--- config.mk ---
export PLATFORM = sky130hd
export DESIGN_NAME = rcr_readout
export DESIGN_NICKNAME = d
export VERILOG_FILES = /design/src/logic/rcr_pkg.sv /design/src/logic/rcr_readout.sv /design/src/logic/rcr_sync.sv
export SDC_FILE = /design/constraint.sdc
export NUM_CORES = 1
export LEC_CHECK = 0
export ABC_AREA = 0
export BUFFER_PORTS_ARGS = -buffer_cell sky130_fd_sc_hd__buf_4
export CAP_MARGIN = 25
export CELL_PAD_IN_SITES_DETAIL_PLACEMENT = 1
export CELL_PAD_IN_SITES_GLOBAL_PLACEMENT = 1
export CORE_MARGIN = 2
export CORE_UTILIZATION = 49
export DETAILED_ROUTE_END_ITERATION = 8
export PLACE_DENSITY = 0.77
export SETUP_SLACK_MARGIN = 0.2
export SYNTH_ARGS = -nofsm -noshare
export SYNTH_HDL_FRONTEND = slang
export SYNTH_SLANG_ARGS = --single-unit
--- constraint.sdc ---
create_clock -name sys_clk -period 4.1 [get_ports sys_clk]
set_clock_uncertainty 0.2 [all_clocks]
set_input_delay 0.82 -clock sys_clk [delete_from_list [all_inputs] [get_ports sys_clk]]
set_output_delay 0.82 -clock sys_clk [all_outputs]
set_load 0.005 [all_outputs]
--- src/logic/rcr_pkg.sv ---
// Package of constants for the rotary cursor readout block.
package rcr_pkg;
	// Register byte offsets on the APB bus.
	localparam logic [7:0] RCR_CTRL_OFS      = 8'h00;
	localparam logic [7:0] RCR_STATUS_OFS    = 8'h04;
	localparam logic [7:0] RCR_INT_STAT_OFS  = 8'h08;
	localparam logic [7:0] RCR_INT_MASK_OFS  = 8'h0C;
	localparam logic [7:0] RCR_DIR_OFS       = 8'h10;
	localparam logic [7:0] RCR_NOTCH_OFS     = 8'h14;
	localparam logic [7:0] RCR_TEMP_OFS      = 8'h18;
	localparam logic [7:0] RCR_UID_LO_OFS    = 8'h1C;
	localparam logic [7:0] RCR_UID_HI_OFS    = 8'h20;
	localparam logic [7:0] RCR_VERSION_OFS   = 8'h24;
	localparam logic [7:0] RCR_TIMEOUT_OFS   = 8'h28;
	localparam logic [7:0] RCR_UID_BYTE_OFS  = 8'h2C;
	localparam logic [7:0] RCR_LIGHT_OFS     = 8'h30;
	// Control register fields.
	localparam int RCR_CTRL_CANOPEN_BIT = 0;
	localparam int RCR_CTRL_MSG_BIT     = 1;
	// Interrupt status fields.
	localparam int RCR_INT_TIMEOUT_BIT = 0;
	localparam int RCR_INT_HOT_BIT     = 1;
	localparam int RCR_INT_SAMPLE_BIT  = 2;
	localparam int RCR_INT_WIDTH       = 3;
	// Encodings.
	localparam logic [7:0] RCR_J1939_BIAS    = 8'h7D;
	localparam logic [7:0] RCR_J1939_MAX     = 8'h84;
	localparam logic [7:0] RCR_J1939_MIN     = 8'h76;
	localparam logic signed [7:0] RCR_DEFL_MAX = 8'sh07;
	localparam logic signed [7:0] RCR_DEFL_MIN = -8'sh07;
	localparam logic [7:0] RCR_NOTCH_FIRST   = 8'h01;
	localparam logic [7:0] RCR_NOTCH_LAST    = 8'h14;
	localparam logic [7:0] RCR_CODE_ERROR    = 8'hFE;
	localparam logic [7:0] RCR_CODE_NA       = 8'hFF;
	localparam logic [7:0] RCR_PUSH_OFF      = 8'h00;
	localparam logic [7:0] RCR_PUSH_ON       = 8'h01;
	localparam logic [7:0] RCR_UID_LAST_SUB  = 8'h05;
	localparam logic [2:0] RCR_LIGHT_INDEX   = 3'h7;
	localparam logic [2:0] RCR_PATTERN_ROTATE = 3'h4;
	localparam logic [7:0] RCR_HOT_LIMIT_C   = 8'h55;
	localparam logic [7:0] RCR_DERATE_SHIFT  = 8'h01;
	// Timing.
	localparam int RCR_CLK_HZ         = 10000000;
	localparam int RCR_TIMEOUT_MS     = 2000;
	localparam int RCR_TIMEOUT_CYCLES = RCR_CLK_HZ / 1000 * RCR_TIMEOUT_MS;
	localparam int RCR_BLINK_MS       = 250;
	localparam int RCR_BLINK_CYCLES   = RCR_CLK_HZ / 1000 * RCR_BLINK_MS;
	localparam logic [15:0] RCR_TIMEOUT_MS_RESET = 16'h07D0;
	localparam logic [15:0] RCR_MS_CYCLES = 16'h2710;
	// Version values; arbitrary.
	localparam logic [7:0] RCR_HW_VERSION = 8'h01;
	localparam logic [7:0] RCR_SW_VERSION = 8'h01;
endpackage

--- src/logic/rcr_readout.sv ---
// Rotary cursor readout: sampling, encoding, timeout blink, derating and APB registers.
//
// Decided for this implementation: the address map and the APB interface to the registers.
`timescale 1ns/1ps
module rcr_readout
	import rcr_pkg::*;
(
	input  wire logic               sys_clk,
	input  wire logic               nrst,
	input  wire logic               psel,
	input  wire logic               penable,
	input  wire logic               pwrite,
	input  wire logic [7:0]         paddr,
	input  wire logic [31:0]        pwdata,
	output logic      [31:0]        prdata,
	output logic                    pready,
	output logic                    pslverr,
	input  wire logic signed [3:0]  defl_x,
	input  wire logic signed [3:0]  defl_y,
	input  wire logic [4:0]         notch_pos,
	input  wire logic               notch_valid,
	input  wire logic               notch_fault,
	input  wire logic               push_in,
	input  wire logic               push_valid,
	input  wire logic               push_fault,
	input  wire logic signed [15:0] temp_base,
	input  wire logic signed [15:0] temp_handle,
	input  wire logic               sample_strobe,
	input  wire logic [47:0]        unique_id,
	input  wire logic               prop_a_rx,
	input  wire logic               bus_msg_rx,
	output logic [7:0]              halo_red,
	output logic [7:0]              halo_green,
	output logic [7:0]              halo_blue,
	output logic                    blink_active,
	output logic                    irq
);

	////////////////////////////////////////////////////////////////////////////////
	// Input synchronisers.

	logic [40:0] raw_in;
	logic [40:0] syn_in;
	assign raw_in = {defl_x, defl_y, notch_pos, notch_valid, notch_fault, push_in, push_valid, push_fault,
		temp_base, sample_strobe, prop_a_rx, bus_msg_rx, 4'h0};

	// Sensor, base temperature, strobe and message pins pass the shared three-stage agreement filter.
	rcr_sync #(.W(41)) u_sync (
		.sys_clk  (sys_clk),
		.nrst     (nrst),
		.async_in (raw_in),
		.sync_out (syn_in)
	);

	logic [15:0] handle_syn;
	logic [47:0] uid_syn;

	// Handle temperature and identifier pins take their own filters of the same kind.
	rcr_sync #(.W(16)) u_sync_handle (
		.sys_clk  (sys_clk),
		.nrst     (nrst),
		.async_in (temp_handle),
		.sync_out (handle_syn)
	);
	rcr_sync #(.W(48)) u_sync_uid (
		.sys_clk  (sys_clk),
		.nrst     (nrst),
		.async_in (unique_id),
		.sync_out (uid_syn)
	);

	wire logic signed [3:0]  sx       = syn_in[40:37];
	wire logic signed [3:0]  sy       = syn_in[36:33];
	wire logic [4:0]         s_notch  = syn_in[32:28];
	wire logic               s_nvalid = syn_in[27];
	wire logic               s_nfault = syn_in[26];
	wire logic               s_push   = syn_in[25];
	wire logic               s_pvalid = syn_in[24];
	wire logic               s_pfault = syn_in[23];
	wire logic signed [15:0] s_tbase  = syn_in[22:7];
	wire logic               s_strobe = syn_in[6];
	wire logic               s_prop_a = syn_in[5];
	wire logic               s_busmsg = syn_in[4];

	////////////////////////////////////////////////////////////////////////////////
	// Encoding of the sampled values.

	logic canopen_reg;
	logic strobe_d_reg;
	wire logic sample_evt = s_strobe & ~strobe_d_reg;

	// signed clamp; keeps every step between the limits.
	function automatic logic [7:0] clamp_axis(input logic signed [3:0] v);
		logic signed [7:0] w;
		w = 8'(signed'(v));
		if (w > RCR_DEFL_MAX) begin
			w = RCR_DEFL_MAX;
		end else if (w < RCR_DEFL_MIN) begin
			w = RCR_DEFL_MIN;
		end
		return w;
	endfunction

	wire logic [7:0] cx = clamp_axis(sx);
	wire logic [7:0] cy = clamp_axis(sy);
	// bias by 125; bias maps the clamp onto 118..132.
	wire logic [7:0] jx = 8'(cx + RCR_J1939_BIAS);
	wire logic [7:0] jy = 8'(cy + RCR_J1939_BIAS);
	wire logic [7:0] dir_x_enc = canopen_reg ? cx : jx;
	wire logic [7:0] dir_y_enc = canopen_reg ? cy : jy;

	// notch codes; out-of-range positions report error, never reserved.
	wire logic notch_in_range = ({3'h0, s_notch} >= RCR_NOTCH_FIRST) && ({3'h0, s_notch} <= RCR_NOTCH_LAST);
	wire logic [7:0] notch_enc = s_nfault ? RCR_CODE_ERROR :
		!s_nvalid ? RCR_CODE_NA :
		notch_in_range ? {3'h0, s_notch} : RCR_CODE_ERROR;

	wire logic [7:0] push_enc = s_pfault ? RCR_CODE_ERROR :
		!s_pvalid ? RCR_CODE_NA :
		s_push ? RCR_PUSH_ON : RCR_PUSH_OFF;

	// J1939 temperatures take the low byte, CANopen the whole signed word.
	wire logic [15:0] tb_enc = canopen_reg ? s_tbase : {8'h00, s_tbase[7:0]};
	wire logic [15:0] th_enc = canopen_reg ? handle_syn : {8'h00, handle_syn[7:0]};

	logic [7:0]  dir_x_reg;
	logic [7:0]  dir_y_reg;
	logic [7:0]  notch_reg;
	logic [7:0]  push_reg;
	logic [15:0] tbase_reg;
	logic [15:0] thandle_reg;
	logic [47:0] uid_reg;

	// every published object is loaded together on one sample edge.
	always_ff @(posedge sys_clk or negedge nrst) begin
		if (!nrst) begin
			strobe_d_reg <= 1'b0;
			dir_x_reg    <= RCR_J1939_BIAS;
			dir_y_reg    <= RCR_J1939_BIAS;
			notch_reg    <= RCR_CODE_NA;
			push_reg     <= RCR_CODE_NA;
			tbase_reg    <= 16'h0000;
			thandle_reg  <= 16'h0000;
			uid_reg      <= 48'h000000000000;
		end else begin
			strobe_d_reg <= s_strobe;
			if (sample_evt) begin
				dir_x_reg   <= dir_x_enc;
				dir_y_reg   <= dir_y_enc;
				// position is the absolute sensor value, restored on the first sample.
				notch_reg   <= notch_enc;
				push_reg    <= push_enc;
				tbase_reg   <= tb_enc;
				thandle_reg <= th_enc;
				uid_reg     <= uid_syn;
			end
		end
	end

	////////////////////////////////////////////////////////////////////////////////
	// Communication timeout and blink.

	logic [15:0] timeout_ms_reg;
	logic [15:0] ms_cnt_reg;
	logic [15:0] ms_elapsed_reg;
	logic        timeout_reg;
	logic [23:0] blink_cnt_reg;
	logic        blink_phase_reg;
	logic        sw_msg_pulse;
	wire logic   msg_seen = s_prop_a | s_busmsg | sw_msg_pulse;
	wire logic   ms_tick  = (ms_cnt_reg == RCR_MS_CYCLES - 16'h0001);
	// two seconds without messages in J1939 mode only; period taken from its register.
	wire logic   timeout_hit = !canopen_reg && ms_tick && (ms_elapsed_reg + 16'h0001 >= timeout_ms_reg);

	// Millisecond timer restarts on every received message.
	always_ff @(posedge sys_clk or negedge nrst) begin
		if (!nrst) begin
			ms_cnt_reg     <= 16'h0000;
			ms_elapsed_reg <= 16'h0000;
			timeout_reg    <= 1'b0;
		end else if (msg_seen) begin
			ms_cnt_reg     <= 16'h0000;
			ms_elapsed_reg <= 16'h0000;
			timeout_reg    <= 1'b0;
		end else begin
			ms_cnt_reg <= ms_tick ? 16'h0000 : 16'(ms_cnt_reg + 16'h0001);
			if (ms_tick && !timeout_reg) begin
				ms_elapsed_reg <= 16'(ms_elapsed_reg + 16'h0001);
			end
			if (timeout_hit) begin
				timeout_reg <= 1'b1;
			end
		end
	end

	// Blink phase toggles while timed out.
	always_ff @(posedge sys_clk or negedge nrst) begin
		if (!nrst) begin
			blink_cnt_reg   <= 24'h000000;
			blink_phase_reg <= 1'b0;
		end else if (!timeout_reg) begin
			blink_cnt_reg   <= 24'h000000;
			blink_phase_reg <= 1'b0;
		end else if (blink_cnt_reg == 24'(RCR_BLINK_CYCLES - 1)) begin
			blink_cnt_reg   <= 24'h000000;
			blink_phase_reg <= ~blink_phase_reg;
		end else begin
			blink_cnt_reg <= 24'(blink_cnt_reg + 24'h000001);
		end
	end

	////////////////////////////////////////////////////////////////////////////////
	// Halo lighting with derating.

	logic [7:0]  light_r_reg;
	logic [7:0]  light_g_reg;
	logic [7:0]  light_b_reg;
	logic [2:0]  light_idx_reg;
	logic [2:0]  pattern_reg;
	// hot when either temperature byte passes the limit.
	wire logic hot = (tbase_reg[7:0] > RCR_HOT_LIMIT_C) || (thandle_reg[7:0] > RCR_HOT_LIMIT_C);
	// only index 7 addresses this halo.
	wire logic idx_ok = (light_idx_reg == RCR_LIGHT_INDEX);
	wire logic [7:0] dr = hot ? (light_r_reg >> RCR_DERATE_SHIFT) : light_r_reg;
	wire logic [7:0] dg = hot ? (light_g_reg >> RCR_DERATE_SHIFT) : light_g_reg;
	wire logic [7:0] db = hot ? (light_b_reg >> RCR_DERATE_SHIFT) : light_b_reg;
	wire logic [7:0] white = blink_phase_reg ? RCR_CODE_NA : 8'h00;

	// timeout shows white flashes on the halo.
	always_ff @(posedge sys_clk or negedge nrst) begin
		if (!nrst) begin
			halo_red     <= 8'h00;
			halo_green   <= 8'h00;
			halo_blue    <= 8'h00;
			blink_active <= 1'b0;
		end else begin
			halo_red     <= timeout_reg ? white : (idx_ok ? dr : 8'h00);
			halo_green   <= timeout_reg ? white : (idx_ok ? dg : 8'h00);
			halo_blue    <= timeout_reg ? white : (idx_ok ? db : 8'h00);
			blink_active <= timeout_reg;
		end
	end

	////////////////////////////////////////////////////////////////////////////////
	// APB slave, interrupts and control registers.

	logic [RCR_INT_WIDTH-1:0] int_stat_reg;
	logic [RCR_INT_WIDTH-1:0] int_mask_reg;
	logic                     timeout_d_reg;
	logic                     hot_d_reg;
	logic [7:0]               uid_sel_reg;
	wire logic wr = psel & penable & pwrite;
	wire logic [RCR_INT_WIDTH-1:0] int_evt = {sample_evt, hot & ~hot_d_reg, timeout_reg & ~timeout_d_reg};
	wire logic uid_sel_ok = (uid_sel_reg <= RCR_UID_LAST_SUB);
	wire logic [7:0] uid_byte = uid_sel_ok ? uid_reg[8*uid_sel_reg[2:0] +: 8] : 8'h00;
	// rotate pattern is refused and reads back as continuous.
	wire logic [2:0] pattern_next = (pwdata[26:24] >= RCR_PATTERN_ROTATE) ? 3'h0 : pwdata[26:24];
	assign sw_msg_pulse = wr && (paddr == RCR_CTRL_OFS) && pwdata[RCR_CTRL_MSG_BIT];
	assign pready  = 1'b1;
	assign pslverr = 1'b0;
	assign irq     = |(int_stat_reg & int_mask_reg);

	// Software writes; events win over a write-one clear.
	always_ff @(posedge sys_clk or negedge nrst) begin
		if (!nrst) begin
			canopen_reg    <= 1'b0;
			int_stat_reg   <= '0;
			int_mask_reg   <= '0;
			timeout_d_reg  <= 1'b0;
			hot_d_reg      <= 1'b0;
			timeout_ms_reg <= RCR_TIMEOUT_MS_RESET;
			uid_sel_reg    <= 8'h00;
			light_r_reg    <= 8'h00;
			light_g_reg    <= 8'h00;
			light_b_reg    <= 8'h00;
			light_idx_reg  <= RCR_LIGHT_INDEX;
			pattern_reg    <= 3'h0;
		end else begin
			timeout_d_reg <= timeout_reg;
			hot_d_reg     <= hot;
			int_stat_reg  <= (int_stat_reg & ~((wr && paddr == RCR_INT_STAT_OFS) ?
				pwdata[RCR_INT_WIDTH-1:0] : '0)) | int_evt;
			if (wr && paddr == RCR_CTRL_OFS) canopen_reg <= pwdata[RCR_CTRL_CANOPEN_BIT];
			if (wr && paddr == RCR_INT_MASK_OFS) int_mask_reg <= pwdata[RCR_INT_WIDTH-1:0];
			if (wr && paddr == RCR_TIMEOUT_OFS) timeout_ms_reg <= pwdata[15:0];
			if (wr && paddr == RCR_UID_BYTE_OFS) uid_sel_reg <= pwdata[7:0];
			// entering timeout returns LED settings to off.
			if (timeout_reg && !timeout_d_reg) begin
				light_r_reg <= 8'h00;
				light_g_reg <= 8'h00;
				light_b_reg <= 8'h00;
			end else if (wr && paddr == RCR_LIGHT_OFS) begin
				light_r_reg   <= pwdata[7:0];
				light_g_reg   <= pwdata[15:8];
				light_b_reg   <= pwdata[23:16];
				pattern_reg   <= pattern_next;
				light_idx_reg <= pwdata[30:28];
			end
		end
	end

	// ID as a low 32-bit and a high 16-bit word, or bytes 0 to 5 by selector.
	always_comb begin
		unique case (paddr)
			RCR_CTRL_OFS:     prdata = {31'h0, canopen_reg};
			RCR_STATUS_OFS:   prdata = {29'h0, hot, blink_phase_reg, timeout_reg};
			RCR_INT_STAT_OFS: prdata = {29'h0, int_stat_reg};
			RCR_INT_MASK_OFS: prdata = {29'h0, int_mask_reg};
			RCR_DIR_OFS:      prdata = {16'h0, dir_y_reg, dir_x_reg};
			RCR_NOTCH_OFS:    prdata = {16'h0, push_reg, notch_reg};
			RCR_TEMP_OFS:     prdata = {thandle_reg, tbase_reg};
			RCR_UID_LO_OFS:   prdata = uid_reg[31:0];
			RCR_UID_HI_OFS:   prdata = {16'h0, uid_reg[47:32]};
			RCR_VERSION_OFS:  prdata = {16'h0, RCR_SW_VERSION, RCR_HW_VERSION};
			RCR_TIMEOUT_OFS:  prdata = {16'h0, timeout_ms_reg};
			RCR_UID_BYTE_OFS: prdata = {16'h0, uid_byte, uid_sel_reg};
			RCR_LIGHT_OFS:    prdata = {1'b0, light_idx_reg, 1'b0, pattern_reg, light_b_reg, light_g_reg, light_r_reg};
			default:          prdata = 32'h00000000;
		endcase
	end
endmodule

--- src/logic/rcr_sync.sv ---
// Three-stage input synchroniser with agreement filter.
`timescale 1ns/1ps
module rcr_sync #(
	parameter int W = 1
) (
	input  wire logic         sys_clk,
	input  wire logic         nrst,
	input  wire logic [W-1:0] async_in,
	output logic      [W-1:0] sync_out
);
	logic [W-1:0] s1_reg;
	logic [W-1:0] s2_reg;
	logic [W-1:0] s3_reg;

	// The first stage feeds only the second; output moves when stages two and three agree.
	always_ff @(posedge sys_clk or negedge nrst) begin
		if (!nrst) begin
			s1_reg   <= '0;
			s2_reg   <= '0;
			s3_reg   <= '0;
			sync_out <= '0;
		end else begin
			s1_reg <= async_in;
			s2_reg <= s1_reg;
			s3_reg <= s2_reg;
			if (s2_reg == s3_reg) begin
				sync_out <= s3_reg;
			end
		end
	end
endmodule

==> summary.md, run 1 <==
| Metric | Value |
|---|---|
| Result of the run | `finished clean` |
| FF+latch area | `between 15000 and 20000 µm²` |
| Type of the worst setup path | `flip-flop to primary output` |
| Cell Rows | `82` |
| Average footprint of a synthesized cell | `approximately 13 µm²` |
| Root buffer cell | `sky130_fd_sc_hd__clkbuf_16` |
| Number of nets at the end of the flow | `roughly 2300` |
| Setup repair after global routing missed its margin | `false` |
| Met3 track demand over resource in global routing | `under 10%` |
| Number of setup violations in the final report | `0` |
| Die ar. | `around 52000 µm²` |
| Max-cap viol count | `0` |
| Input/output buffers | `around 200` |
| Met2 routing resource usage after global routing | `45.6%` |
| Area Growth Syn to Fin | `19.2%` |
| Total Neg Setup Slack | `0 ns` |
| Layout fillers | `just under 5000` |
| Synthesis-stage register bit count | `652` |
| DRC marker count from the first detailed-route iteration | `between 1000 and 1500` |
| Final cycle utilization of the critical path | `92.5%` |
| Antenna diode count | `0` |
| Post-route cell area | `roughly 30000 µm²` |
| Slew Limit Headroom | `approximately two fifths` |
| Unique cell type count in the Yosys netlist | `63` |
| Number of max-slew violations in the final report | `0` |
| Routed Antenna Nets | `0` |
| Overall fraction of global-route tracks in use | `a little over a quarter` |
| Worst endpoint required time | `between 3 and 4 ns` |
| Top flip-flop cell by instance count after synthesis | `sky130_fd_sc_hd__dfrtp_1` |
| Post-synthesis net count | `about 2100` |
| First-pass iteration count of the detailed router | `8` |
| DRC violation count after routing | `0` |
| Number of global-route vias before repair | `around 18000` |
| Sequential element share of the synthesized area | `approximately two thirds` |
| Routed wire length | `around 69000 µm` |
| Estimated wirelength of the detail-placed design | `about 48000 µm` |
| Utilization after layout | `around three fifths` |
| CP Launch Type | `flip-flop` |
| Largest buffer count on any clock path | `3` |
| Clock insertion delay at the later pin of the skew report | `about 0.6 ns` |
| Hold Slack | `approximately 0.11 ns` |
| GR peak layer | `met2` |
| Yosys top cell area share | `a little over three fifths` |
| Slew at the pin closest to its max-slew limit | `~0.91 ns` |
| I/O pin cnt | `~200` |
| Global route total overflow | `0` |
| CTS clock-pin slew for the worst setup and hold paths | `approximately 0.060 ns` |
| Initial Utilization | `roughly half` |
| # Post-CTS Setup Buffers | `0` |
| Layout cells sized above 1 | `23.4%` |
| Minimum clock period | `around 3.8 ns` |
| Post-synth ARST share | `100%` |
| Per-cell routed wire length | `23.9 µm` |
| Final count of hold timing violations | `0` |
| Most frequent cells after synthesis | `625 x sky130_fd_sc_hd__dfrtp_1, 298 x sky130_fd_sc_hd__nand2_1, 117 x sky130_fd_sc_hd__mux2_2` |
| Instance area after placement | `around 27000 µm²` |
| Power Dens Cells | `462 nW/µm²` |
| Main area contributors after synthesis | `sky130_fd_sc_hd__dfrtp_1 63%, sky130_fd_sc_hd__mux2_2 5.3%, sky130_fd_sc_hd__nand2_1 4.5%` |
| CTS H-tree lvls | `3` |
| Maximum VDD drop | `between 0.3 and 0.4 mV` |
| P_leak | `14.1 nW` |
| Number of buffers created by CTS | `69` |
| Number of synthesized flops with an enable pin | `0` |
| Data arrival time of the critical path | `~2.8 ns` |
| Die width | `approximately 230 µm` |
| Floorplan Core Area | `between 40000 and 50000 µm²` |
| Global-route wire length before repair | `between 100000 and 150000 µm` |
| Crit path setup slack, layout | `around 0.31 ns` |
| Area of combinational cells with multiple inputs | `around 7800 µm²` |
| Number of vias in the routed layout | `16300` |
| Maximum net fanout on the critical path | `12` |
| Setup slack after placement | `slightly above 0.3 ns` |
| Cell area after technology mapping | `around 25000 µm²` |
| CTS tree | `yes` |
| Clock sinks | `between 600 and 700` |
| Met1 global-route usage | `between 30% and 40%` |
| Yosys top cell by area | `sky130_fd_sc_hd__dfrtp_1` |
| Maximum number of pins on one net before global-route repair | `95` |
| Critical Path Sink Type | `primary output` |
| Last weighted congestion value of the routability-driven placer | `roughly 0.94` |
| Mapped Cells | `1935` |
| Initial antenna violation count | `4` |
| Count of yosys warnings during synthesis | `0` |
| Vertical die dimension | `228 µm` |
| Number of vias per cell after detailed routing | `approximately 5.6` |
| Class of the tightest hold or removal check | `input pin to flip-flop` |
| Top-count cell post-synth | `sky130_fd_sc_hd__dfrtp_1` |
| Highest clock frequency the design can meet | `roughly 0.26 GHz` |
-- area by class of cell --
cell class / instances / area share (%)
sequential: 652 / 55.5
multi-input combinational: 1148 / 26.6
inverter: 53 / 0.676
tap: 672 / 2.86
timing repair buffer: 239 / 6.61
clock inverter: 28 / 1.04
clock buffer: 96 / 6.65
-- critical path, stage by stage (launching register included) --
cell and delay (ns):
sky130_fd_sc_hd__dfrtp_1 0.87, sky130_fd_sc_hd__mux4_2 0.61, sky130_fd_sc_hd__inv_1 0.15, sky130_fd_sc_hd__o22ai_1 0.09, sky130_fd_sc_hd__nand2_1 0.10, sky130_fd_sc_hd__nand4_1 0.16, sky130_fd_sc_hd__buf_4 0.18
-- routing by layer --
layer | vias to the layer above | part of all wire, %
met2 | 512 | 49
met4 | 4 | 3.4
met5 | - | 0.041
met3 | 135 | 5.8
met1 | 8530 | 42
li1 | 7114 | -
-- metrics by stage --
step,cells,power (mW)
6_report,2888,13.6
5_1_grt,2888,14.0
4_1_cts,2887,13.7
3_5_place_dp,2762,7.45
3_3_place_gp,2762,7.41
2_1_floorplan,1935,7.06
-- logic make-up after synthesis --
group,share of synthesized area [%]
flops,66.2
other cells,0.0304
compound gates,6.38
xor+xnor,5.85
fa+ha+maj,1.27
mux,7.32
simple gates,10.7
buf+inv,2.26
-- path summary, 6_finish.rpt --
path / slack [ns] / endpoint / start / cells after the start
min in group asynchronous: 0.59 / u_sync.s3_reg[8] / nrst / 2
min reg2reg: 0.14 / u_sync_uid.s2_reg[8] / u_sync_uid.s1_reg[8] / 0
min: 0.11 / u_sync_uid.s1_reg[1] / unique_id[1] / 1
max in group asynchronous: 2.17 / u_sync_uid.s3_reg[5] / nrst / 3
max: 0.31 / prdata[8] / uid_sel_reg[0] / 6
max reg2reg: 0.55 / timeout_reg / ms_elapsed_reg[0] / 12
-- placed cells by master, fill, tap and decap left out, drive strengths merged, types with 4 or more instances in the layout --
cell type,n
dfrtp,625
nand2,298
buf,238
mux2,117
clkbuf,96
xnor2,90
nor2,89
xor2,75
o21ai,63
inv,55
nand3,48
nand4,41
a22o,35
a222oi,31
mux2i,31
dfstp,27
a21oi,25
ha,25
a22oi,20
nor4,20
clkinv,18
nor3,14
and3,13
nor2b,11
a21o,10
o22ai,9
mux4,8
or3,7
and2,7
nand2b,6
o22a,5
a31oi,5
bufinv,5
o211ai,4
o21a,4
or2,4
or4,4
-- power breakdown --
group	switching (mW)	internal (mW)
combinational	0.304	0.235
clock	2.58	3.67
sequential	0.169	6.63
total	3.06	10.5
-- timing repair --
action | CTS | global route
resized for setup | 0 | 2
endpoints found under the hold margin | 4 | 0
hold buffers | 1 | 0
setup endpoints to repair | 0 | 4
Note: power is estimated with default switching activity, not from simulation.
==> inputs of run 2 (changes only) <==
--- a/config.mk
+++ b/config.mk
@@ -5,15 +5,15 @@
 export SDC_FILE = /design/constraint.sdc
 export NUM_CORES = 1
 export LEC_CHECK = 0
-export ABC_AREA = 0
+export ABC_AREA = 1
 export BUFFER_PORTS_ARGS = -buffer_cell sky130_fd_sc_hd__buf_4
 export CAP_MARGIN = 25
 export CELL_PAD_IN_SITES_DETAIL_PLACEMENT = 1
 export CELL_PAD_IN_SITES_GLOBAL_PLACEMENT = 1
 export CORE_MARGIN = 2
-export CORE_UTILIZATION = 49
+export CORE_UTILIZATION = 46
 export DETAILED_ROUTE_END_ITERATION = 8
-export PLACE_DENSITY = 0.77
+export PLACE_DENSITY = 0.76
 export SETUP_SLACK_MARGIN = 0.2
 export SYNTH_ARGS = -nofsm -noshare
 export SYNTH_HDL_FRONTEND = slang
==> summary.md, run 2 <==
| Metric | Value |
|---|---|
| Clock sinks | `652` |
| Main area contributors after synthesis | `sky130_fd_sc_hd__dfrtp_1 58%, sky130_fd_sc_hd__nand2_1 13%, sky130_fd_sc_hd__inv_1 4.3%` |
| CTS clock-pin slew for the worst setup and hold paths | `roughly 0.060 ns` |
| Final count of hold timing violations | `1` |
| Number of cells in the finished layout apart from fillers | `approximately 4000` |
| GR peak layer | `met2` |
| Layout fillers | `6566` |
| Last weighted congestion value of the routability-driven placer | `just under 0.9` |
| CP Launch Type | `flip-flop` |
| Initial antenna violation count | `1` |
| Routed Antenna Nets | `0` |
| Top-count cell post-synth | `sky130_fd_sc_hd__nand2_1` |
| Most frequent cells after synthesis | `940 x sky130_fd_sc_hd__nand2_1, 625 x sky130_fd_sc_hd__dfrtp_1, 306 x sky130_fd_sc_hd__inv_1` |
| Synthesis-stage register bit count | `~650` |
| Area of combinational cells with multiple inputs | `8900 µm²` |
| Count of yosys warnings during synthesis | `0` |
| Fraction of the mapped netlist area in simple logic gates | `23.8%` |
| Overall fraction of global-route tracks in use | `27.0%` |
| Xor/xnor cell area share of the yosys netlist | `under 10%` |
| DRC violation count after routing | `0` |
| Antenna diode count | `0` |
| Number of vias in the routed layout | `approximately 21000` |
| Input/output buffers | `201` |
| Floorplan Core Area | `between 50000 and 60000 µm²` |
| Per-cell routed wire length | `approximately 20 µm` |
| Mapped Cells | `~2900` |
| Average footprint of a synthesized cell | `about 9 µm²` |
| Number of synthesized flops with an enable pin | `0` |
| Maximum net fanout on the critical path | `15` |
| Type of the worst setup path | `flip-flop to primary output` |
| Top flip-flop cell by instance count after synthesis | `sky130_fd_sc_hd__dfrtp_1` |
| Slew Limit Headroom | `between 20% and 30%` |
| CTS H-tree lvls | `3` |
| Highest clock frequency the design can meet | `0.272 GHz` |
| Yosys top cell by area | `sky130_fd_sc_hd__dfrtp_1` |
| Crit path setup slack, layout | `approximately 0.43 ns` |
| First-pass iteration count of the detailed router | `5` |
| P_leak | `around 16 nW` |
| Met1 global-route usage | `between 30% and 40%` |
| Sequential element share of the synthesized area | `about three fifths` |
| Number of nets at the end of the flow | `roughly 3300` |
| Largest family of logic cells by synthesized area | `simple AND/OR/NAND/NOR gates` |
| Estimated wirelength of the detail-placed design | `57000 µm` |
| Critical Path Sink Type | `primary output` |
| CTS tree | `yes` |
| Number of hold buffers added after cts | `0` |
| Met3 track demand over resource in global routing | `under 10%` |
| Data arrival time of the critical path | `around 2.7 ns` |
| Result of the run | `finished with violations` |
| Max-cap viol count | `0` |
| Routed wire length | `79500 µm` |
| Slew at the pin closest to its max-slew limit | `roughly 1.1 ns` |
| Power Dens Cells | `around 450 nW/µm²` |
| Unique cell type count in the Yosys netlist | `50` |
| Post-synth ARST share | `between 90% and 100%` |
| Number of vias per cell after detailed routing | `between 5 and 6` |
| Global route total overflow | `0` |
| Die ar. | `between 60000 and 70000 µm²` |
| Minimum clock period | `3.67 ns` |
| Die width | `246 µm` |
| Post-route cell area | `approximately 32000 µm²` |
| Layout cells sized above 1 | `13.8%` |
| Cell area after technology mapping | `~27000 µm²` |
| Yosys top cell area share | `between 50% and 60%` |
| Post-synthesis net count | `3119` |
| Number of setup violations in the final report | `0` |
| Setup repair after global routing missed its margin | `false` |
| Largest buffer count on any clock path | `3` |
| Initial Utilization | `46.6%` |
| Area Growth Syn to Fin | `18.4%` |
| Global-route wire length before repair | `around 130000 µm` |
| Cell Rows | `roughly 90` |
| Maximum number of pins on one net before global-route repair | `100` |
| Adder and majority gate portion of the synthesized area | `under 10%` |
| Class of the tightest hold or removal check | `input pin to async pin` |
| Commonest non-fill, non-tap cell in the layout | `sky130_fd_sc_hd__nand2_1` |
| Final cycle utilization of the critical path | `between 80% and 90%` |
| Met2 routing resource usage after global routing | `45.0%` |
| Most used cells in the layout excluding fill and tap cells | `938 x sky130_fd_sc_hd__nand2_1, 624 x sky130_fd_sc_hd__dfrtp_1, 306 x sky130_fd_sc_hd__inv_1` |
| Total Neg Setup Slack | `0 ns` |
| Synthesized-area fraction occupied by ao, oa, aoi and oai cells | `between 5 and 6%` |
| Number of buffers created by CTS | `just over 70` |
| Setup slack after placement | `roughly 0.53 ns` |
| Vertical die dimension | `246 µm` |
| I/O pin cnt | `206` |
| Clock insertion delay at the later pin of the skew report | `0.62 ns` |
| Worst endpoint required time | `3.08 ns` |
| Hold Slack | `-0.00893 ns` |
| Instance area after placement | `a little under 30000 µm²` |
| Number of max-slew violations in the final report | `0` |
| Violations in the final reports | `hold timing` |
| FF+latch area | `16400 µm²` |
| Root buffer cell | `sky130_fd_sc_hd__clkbuf_16` |
| Portion of netlist area occupied by mux cells | `0%` |
| Maximum VDD drop | `between 0.3 and 0.4 mV` |
| DRC marker count from the first detailed-route iteration | `between 1500 and 2000` |
| # Post-CTS Setup Buffers | `0` |
| Number of global-route vias before repair | `22900` |
| Placed Cells incl. Taps | `between 3000 and 4000` |
==> run 2: changes by cell type after synthesis, sizes merged, moves of 34 or more <==
| cell | before | now |
|---|---|---|
| nor2 | 89 | 240 |
| buf | 16 | 58 |
| inv | 52 | 315 |
| a22o | 35 | 1 |
| xnor2 | 90 | 48 |
| nand3 | 48 | 228 |
| xor2 | 75 | 28 |
| o21ai | 63 | 157 |
| nand2 | 298 | 945 |
| mux2 | 117 | 0 |
==> run 2: cells by family after synthesis <==
| group | Yosys count |
|---|---|
| buffers and inverters | 409 |
| other | 2 |
| AND/OR/NAND/NOR | 1520 |
| AO/OA/AOI/OAI | 264 |
| adder cells (fa/ha/maj) | 25 |
| XOR/XNOR | 76 |
| flip-flops | 652 |
==> run 2: worst paths after layout <==
kind	from	end	slack, ns	depth (start not counted)
worst max-delay path	uid_sel_reg[1]	prdata[12]	0.43	7
worst min-delay path	nrst	blink_cnt_reg[22]	-0.009	1
worst max register to register	ms_elapsed_reg[0]	timeout_reg	1.09	15
worst min register to register	u_sync_uid.s1_reg[26]	u_sync_uid.s2_reg[26]	0.14	0
max in group asynchronous	nrst	uid_sel_reg[1]	2.66	2
min in group sys_clk	unique_id[29]	u_sync_uid.s1_reg[29]	0.10	1
==> run 2: routing by layer <==
| layer | vias to the layer above | routed length, µm |
|---|---|---|
| met1 | 10800 | 34900 |
| met2 | 529 | 38500 |
| met5 | - | 0 |
| met4 | 0 | 1510 |
| met3 | 110 | 4590 |
| li1 | 9761 | - |
==> run 2: where the power goes <==
| group | leakage [nW] | switching (mW) | internal, mW |
|---|---|---|---|
| logic | 6.62 | 0.398 | 0.245 |
| registers | 8.24 | 0.149 | 6.63 |
| clock network | 1.27 | 2.66 | 4.34 |
| total | 16.1 | 3.21 | 11.2 |
==> run 2: critical path, stage by stage (launching register included) <==
cell and delay (ns):
sky130_fd_sc_hd__dfrtp_2 0.53, sky130_fd_sc_hd__inv_1 0.23, sky130_fd_sc_hd__nand2_2 0.31, sky130_fd_sc_hd__o22ai_1 0.12, sky130_fd_sc_hd__o21ai_0 0.40, sky130_fd_sc_hd__nand2_1 0.13, sky130_fd_sc_hd__nand3_1 0.19, sky130_fd_sc_hd__buf_4 0.14
==> run 2: layout make-up <==
type                    count  share of cell area (%)
repair buffers            238                    5.98
clock inverters            32                    1.53
clock buffers              94                    6.55
flip-flops and latches    652                    51.3
inverters                 316                    3.74
multi-input cells        1887                    27.9
well taps                 765                    3.00
==> run 2: per-stage QoR <==
stage,power (mW),util (%)
after detailed placement,7.54,50.7
final,14.4,55.1
after global routing,14.9,55.1
after global placement,7.49,50.7
after CTS,14.6,55.1
after floorplan,7.12,-
==> run 2: what timing repair did <==
action	4_1_cts	5_1_grt
gates cloned	0	0
resized for setup	1	2
setup endpoints to repair	1	3
==> inputs of run 3 (changes only) <==
--- a/config.mk
+++ b/config.mk
@@ -17,4 +17,5 @@
 export SETUP_SLACK_MARGIN = 0.2
 export SYNTH_ARGS = -nofsm -noshare
 export SYNTH_HDL_FRONTEND = slang
+export SYNTH_HIERARCHICAL = 1
 export SYNTH_SLANG_ARGS = --single-unit
==> summary.md, run 3 <==
| Metric | Value |
|---|---|
| Maximum VDD drop | `approximately 0.38 mV` |
| Routed Antenna Nets | `0` |
| Number of vias in the routed layout | `between 20000 and 25000` |
| Crit path launch | `uid_sel_reg[1]` |
| Number of nets at the end of the flow | `3486` |
| Floorplan Core Area | `between 50000 and 60000 µm²` |
| Number of vias per cell after detailed routing | `between 5 and 6` |
| Number of cells in the finished layout apart from fillers | `around 4100` |
| Last weighted congestion value of the routability-driven placer | `0.946` |
| Setup repair after global routing missed its margin | `false` |
| Routed wire length | `a little over 80000 µm` |
| Average footprint of a synthesized cell | `slightly below 9 µm²` |
| Tot Pwr | `14.4 mW` |
| Global route total overflow | `0` |
| Root buffer cell | `sky130_fd_sc_hd__clkbuf_16` |
| Per-cell routed wire length | `~20 µm` |
| Net switching component of the power | `3.30 mW` |
| CP Launch Type | `flip-flop` |
| Power Dens Cells | `~440 nW/µm²` |
| CTS H-tree lvls | `3` |
| Met1 global-route usage | `36.1%` |
| Layout fillers | `between 6000 and 7000` |
| Vertical die dimension | `249 µm` |
| Total Neg Setup Slack | `0 ns` |
| Worst endpoint required time | `between 3 and 4 ns` |
| Final count of hold timing violations | `0` |
| Number of buffers created by CTS | `71` |
| Global-route wire length before repair | `around 130000 µm` |
| Cell area after technology mapping | `approximately 28000 µm²` |
| Class of the tightest hold or removal check | `input pin to async pin` |
| Clock sinks | `about 660` |
| Utilization after layout | `about 55%` |
| CTS tree | `yes` |
| Final cycle utilization of the critical path | `between 90% and 100%` |
| Max-cap viol count | `0` |
| Critical path endpoint | `prdata[11]` |
| Die width | `between 200 and 250 µm` |
| Slew Limit Headroom | `about 37%` |
| Cell Rows | `89` |
| Largest buffer count on any clock path | `3` |
| Input/output buffers | `approximately 200` |
| Count of yosys warnings during synthesis | `6` |
| Minimum clock period | `around 3.7 ns` |
| CTS clock-pin slew for the worst setup and hold paths | `about 0.06 ns` |
| Number of setup violations in the final report | `0` |
| Number of global-route vias before repair | `between 20000 and 25000` |
| I/O pin cnt | `206` |
| Maximum net fanout on the critical path | `13` |
| Clock insertion delay at the later pin of the skew report | `~0.63 ns` |
| Estimated wirelength of the detail-placed design | `58900 µm` |
| Startpoint of the most critical register-to-register path | `ms_elapsed_reg[0]` |
| Mapped Cells | `between 3000 and 4000` |
| Worst reg2reg path depth | `16` |
| Area Growth Syn to Fin | `17.8%` |
| DRC marker count from the first detailed-route iteration | `~1400` |
| P_leak | `roughly 17 nW` |
| Critical Path Sink Type | `primary output` |
| Commonest non-fill, non-tap cell in the layout | `sky130_fd_sc_hd__nand2_1` |
| Endpoint of the most critical register-to-register path | `timeout_reg` |
| Switching share of power | `between 20% and 30%` |
| Overall fraction of global-route tracks in use | `27.0%` |
| Antenna diode count | `0` |
| Sequential fraction of design power | `approximately 48%` |
| Hold Slack | `0.0198 ns` |
| # Post-CTS Setup Buffers | `0` |
| Register-to-register setup slack | `~1.3 ns` |
| GR peak layer | `met2` |
| First-pass iteration count of the detailed router | `6` |
| Most used cells in the layout excluding fill and tap cells | `1039 x sky130_fd_sc_hd__nand2_1, 637 x sky130_fd_sc_hd__dfrtp_1, 325 x sky130_fd_sc_hd__inv_1` |
| Placed Cells incl. Taps | `roughly 4000` |
| Initial Utilization | `between 40% and 50%` |
| Met2 routing resource usage after global routing | `between 40% and 50%` |
| Highest clock frequency the design can meet | `approximately 0.27 GHz` |
| DRC violation count after routing | `0` |
| Count of instances resized after the clock tree is built | `0` |
| Number of max-slew violations in the final report | `0` |
| Layout cells sized above 1 | `roughly an eighth` |
| Die ar. | `about 62000 µm²` |
| Part of the total power dissipated in the clock network | `between 40% and 50%` |
| Slew at the pin closest to its max-slew limit | `between 0.9 and 1 ns` |
| Result of the run | `finished clean` |
| Met3 track demand over resource in global routing | `approximately 4%` |
| Portion of total power attributed to combinational logic | `under 10%` |
| Type of the worst setup path | `flip-flop to primary output` |
| Data arrival time of the critical path | `2.69 ns` |
| Maximum number of pins on one net before global-route repair | `approximately 150` |
| P_int | `~11 mW` |
| Initial antenna violation count | `0` |
| Number of hold buffers added after cts | `0` |
## run 3: worst max-delay path, stage by stage (launching register included)
cell                      delay, ns
sky130_fd_sc_hd__dfrtp_1       0.36
sky130_fd_sc_hd__buf_4         0.17
sky130_fd_sc_hd__inv_1         0.20
sky130_fd_sc_hd__nand2_1       0.34
sky130_fd_sc_hd__o21ai_0       0.28
sky130_fd_sc_hd__a21oi_1       0.10
sky130_fd_sc_hd__o21ai_0       0.22
sky130_fd_sc_hd__nand3_1       0.20
sky130_fd_sc_hd__buf_4         0.19
## run 3: area by class of cell
| cell class | count | area, µm² | share of cell area (%) |
|---|---|---|---|
| Multi-Input combinational cell | 1999 | 9140 | 28.1 |
| Sequential cell | 664 | 16600 | 51.3 |
| Tap cell | 773 | 967 | 2.98 |
| Clock buffer | 101 | 2150 | 6.63 |
| Timing Repair Buffer | 237 | 1910 | 5.87 |
| Inverter | 342 | 1280 | 3.95 |
| Clock inverter | 26 | 373 | 1.15 |
## run 3: worst min-delay path by stage
stage	start	to	slack, ns	cells past startpoint
floorplan	u_sync/s1_reg[0]	u_sync/s2_reg[0]	0.13	0
global placement	u_sync/s1_reg[3]	u_sync/s2_reg[3]	0.13	0
detailed placement	u_sync/s1_reg[23]	u_sync/s2_reg[23]	0.14	0
CTS	unique_id[7]	u_sync_uid/s1_reg[7]	0.07	1
global route	temp_handle[6]	u_sync_handle/s1_reg[6]	0.07	1
finish	nrst	ms_cnt_reg[12]	0.02	1
## run 3: metrics by stage
step / cell area [µm²] / setup slack, ns
after floorplan: 27600 / 1.29
after global placement: 29900 / 0.613
after detailed placement: 29900 / 0.558
after CTS: 32500 / 0.390
after global routing: 32500 / 0.243
final: 32500 / 0.386
## run 3: per-layer routing
layer,share of wire [%],vias up,wire length (µm)
li1,-,10100,-
met3,4.7,133,3830
met2,49,491,39900
met1,44,11000,35500
met5,0,-,0
met4,2.8,0,2270
## run 3: power by group through the flow
stage / logic, mW / clock network (mW) / registers, mW
after floorplan: 0.289 / 0 / 6.97
after global placement: 0.623 / 0 / 7.00
after detailed placement: 0.658 / 0 / 7.02
after CTS: 0.671 / 6.98 / 6.91
after global routing: 0.741 / 7.24 / 6.93
final: 0.656 / 6.81 / 6.91
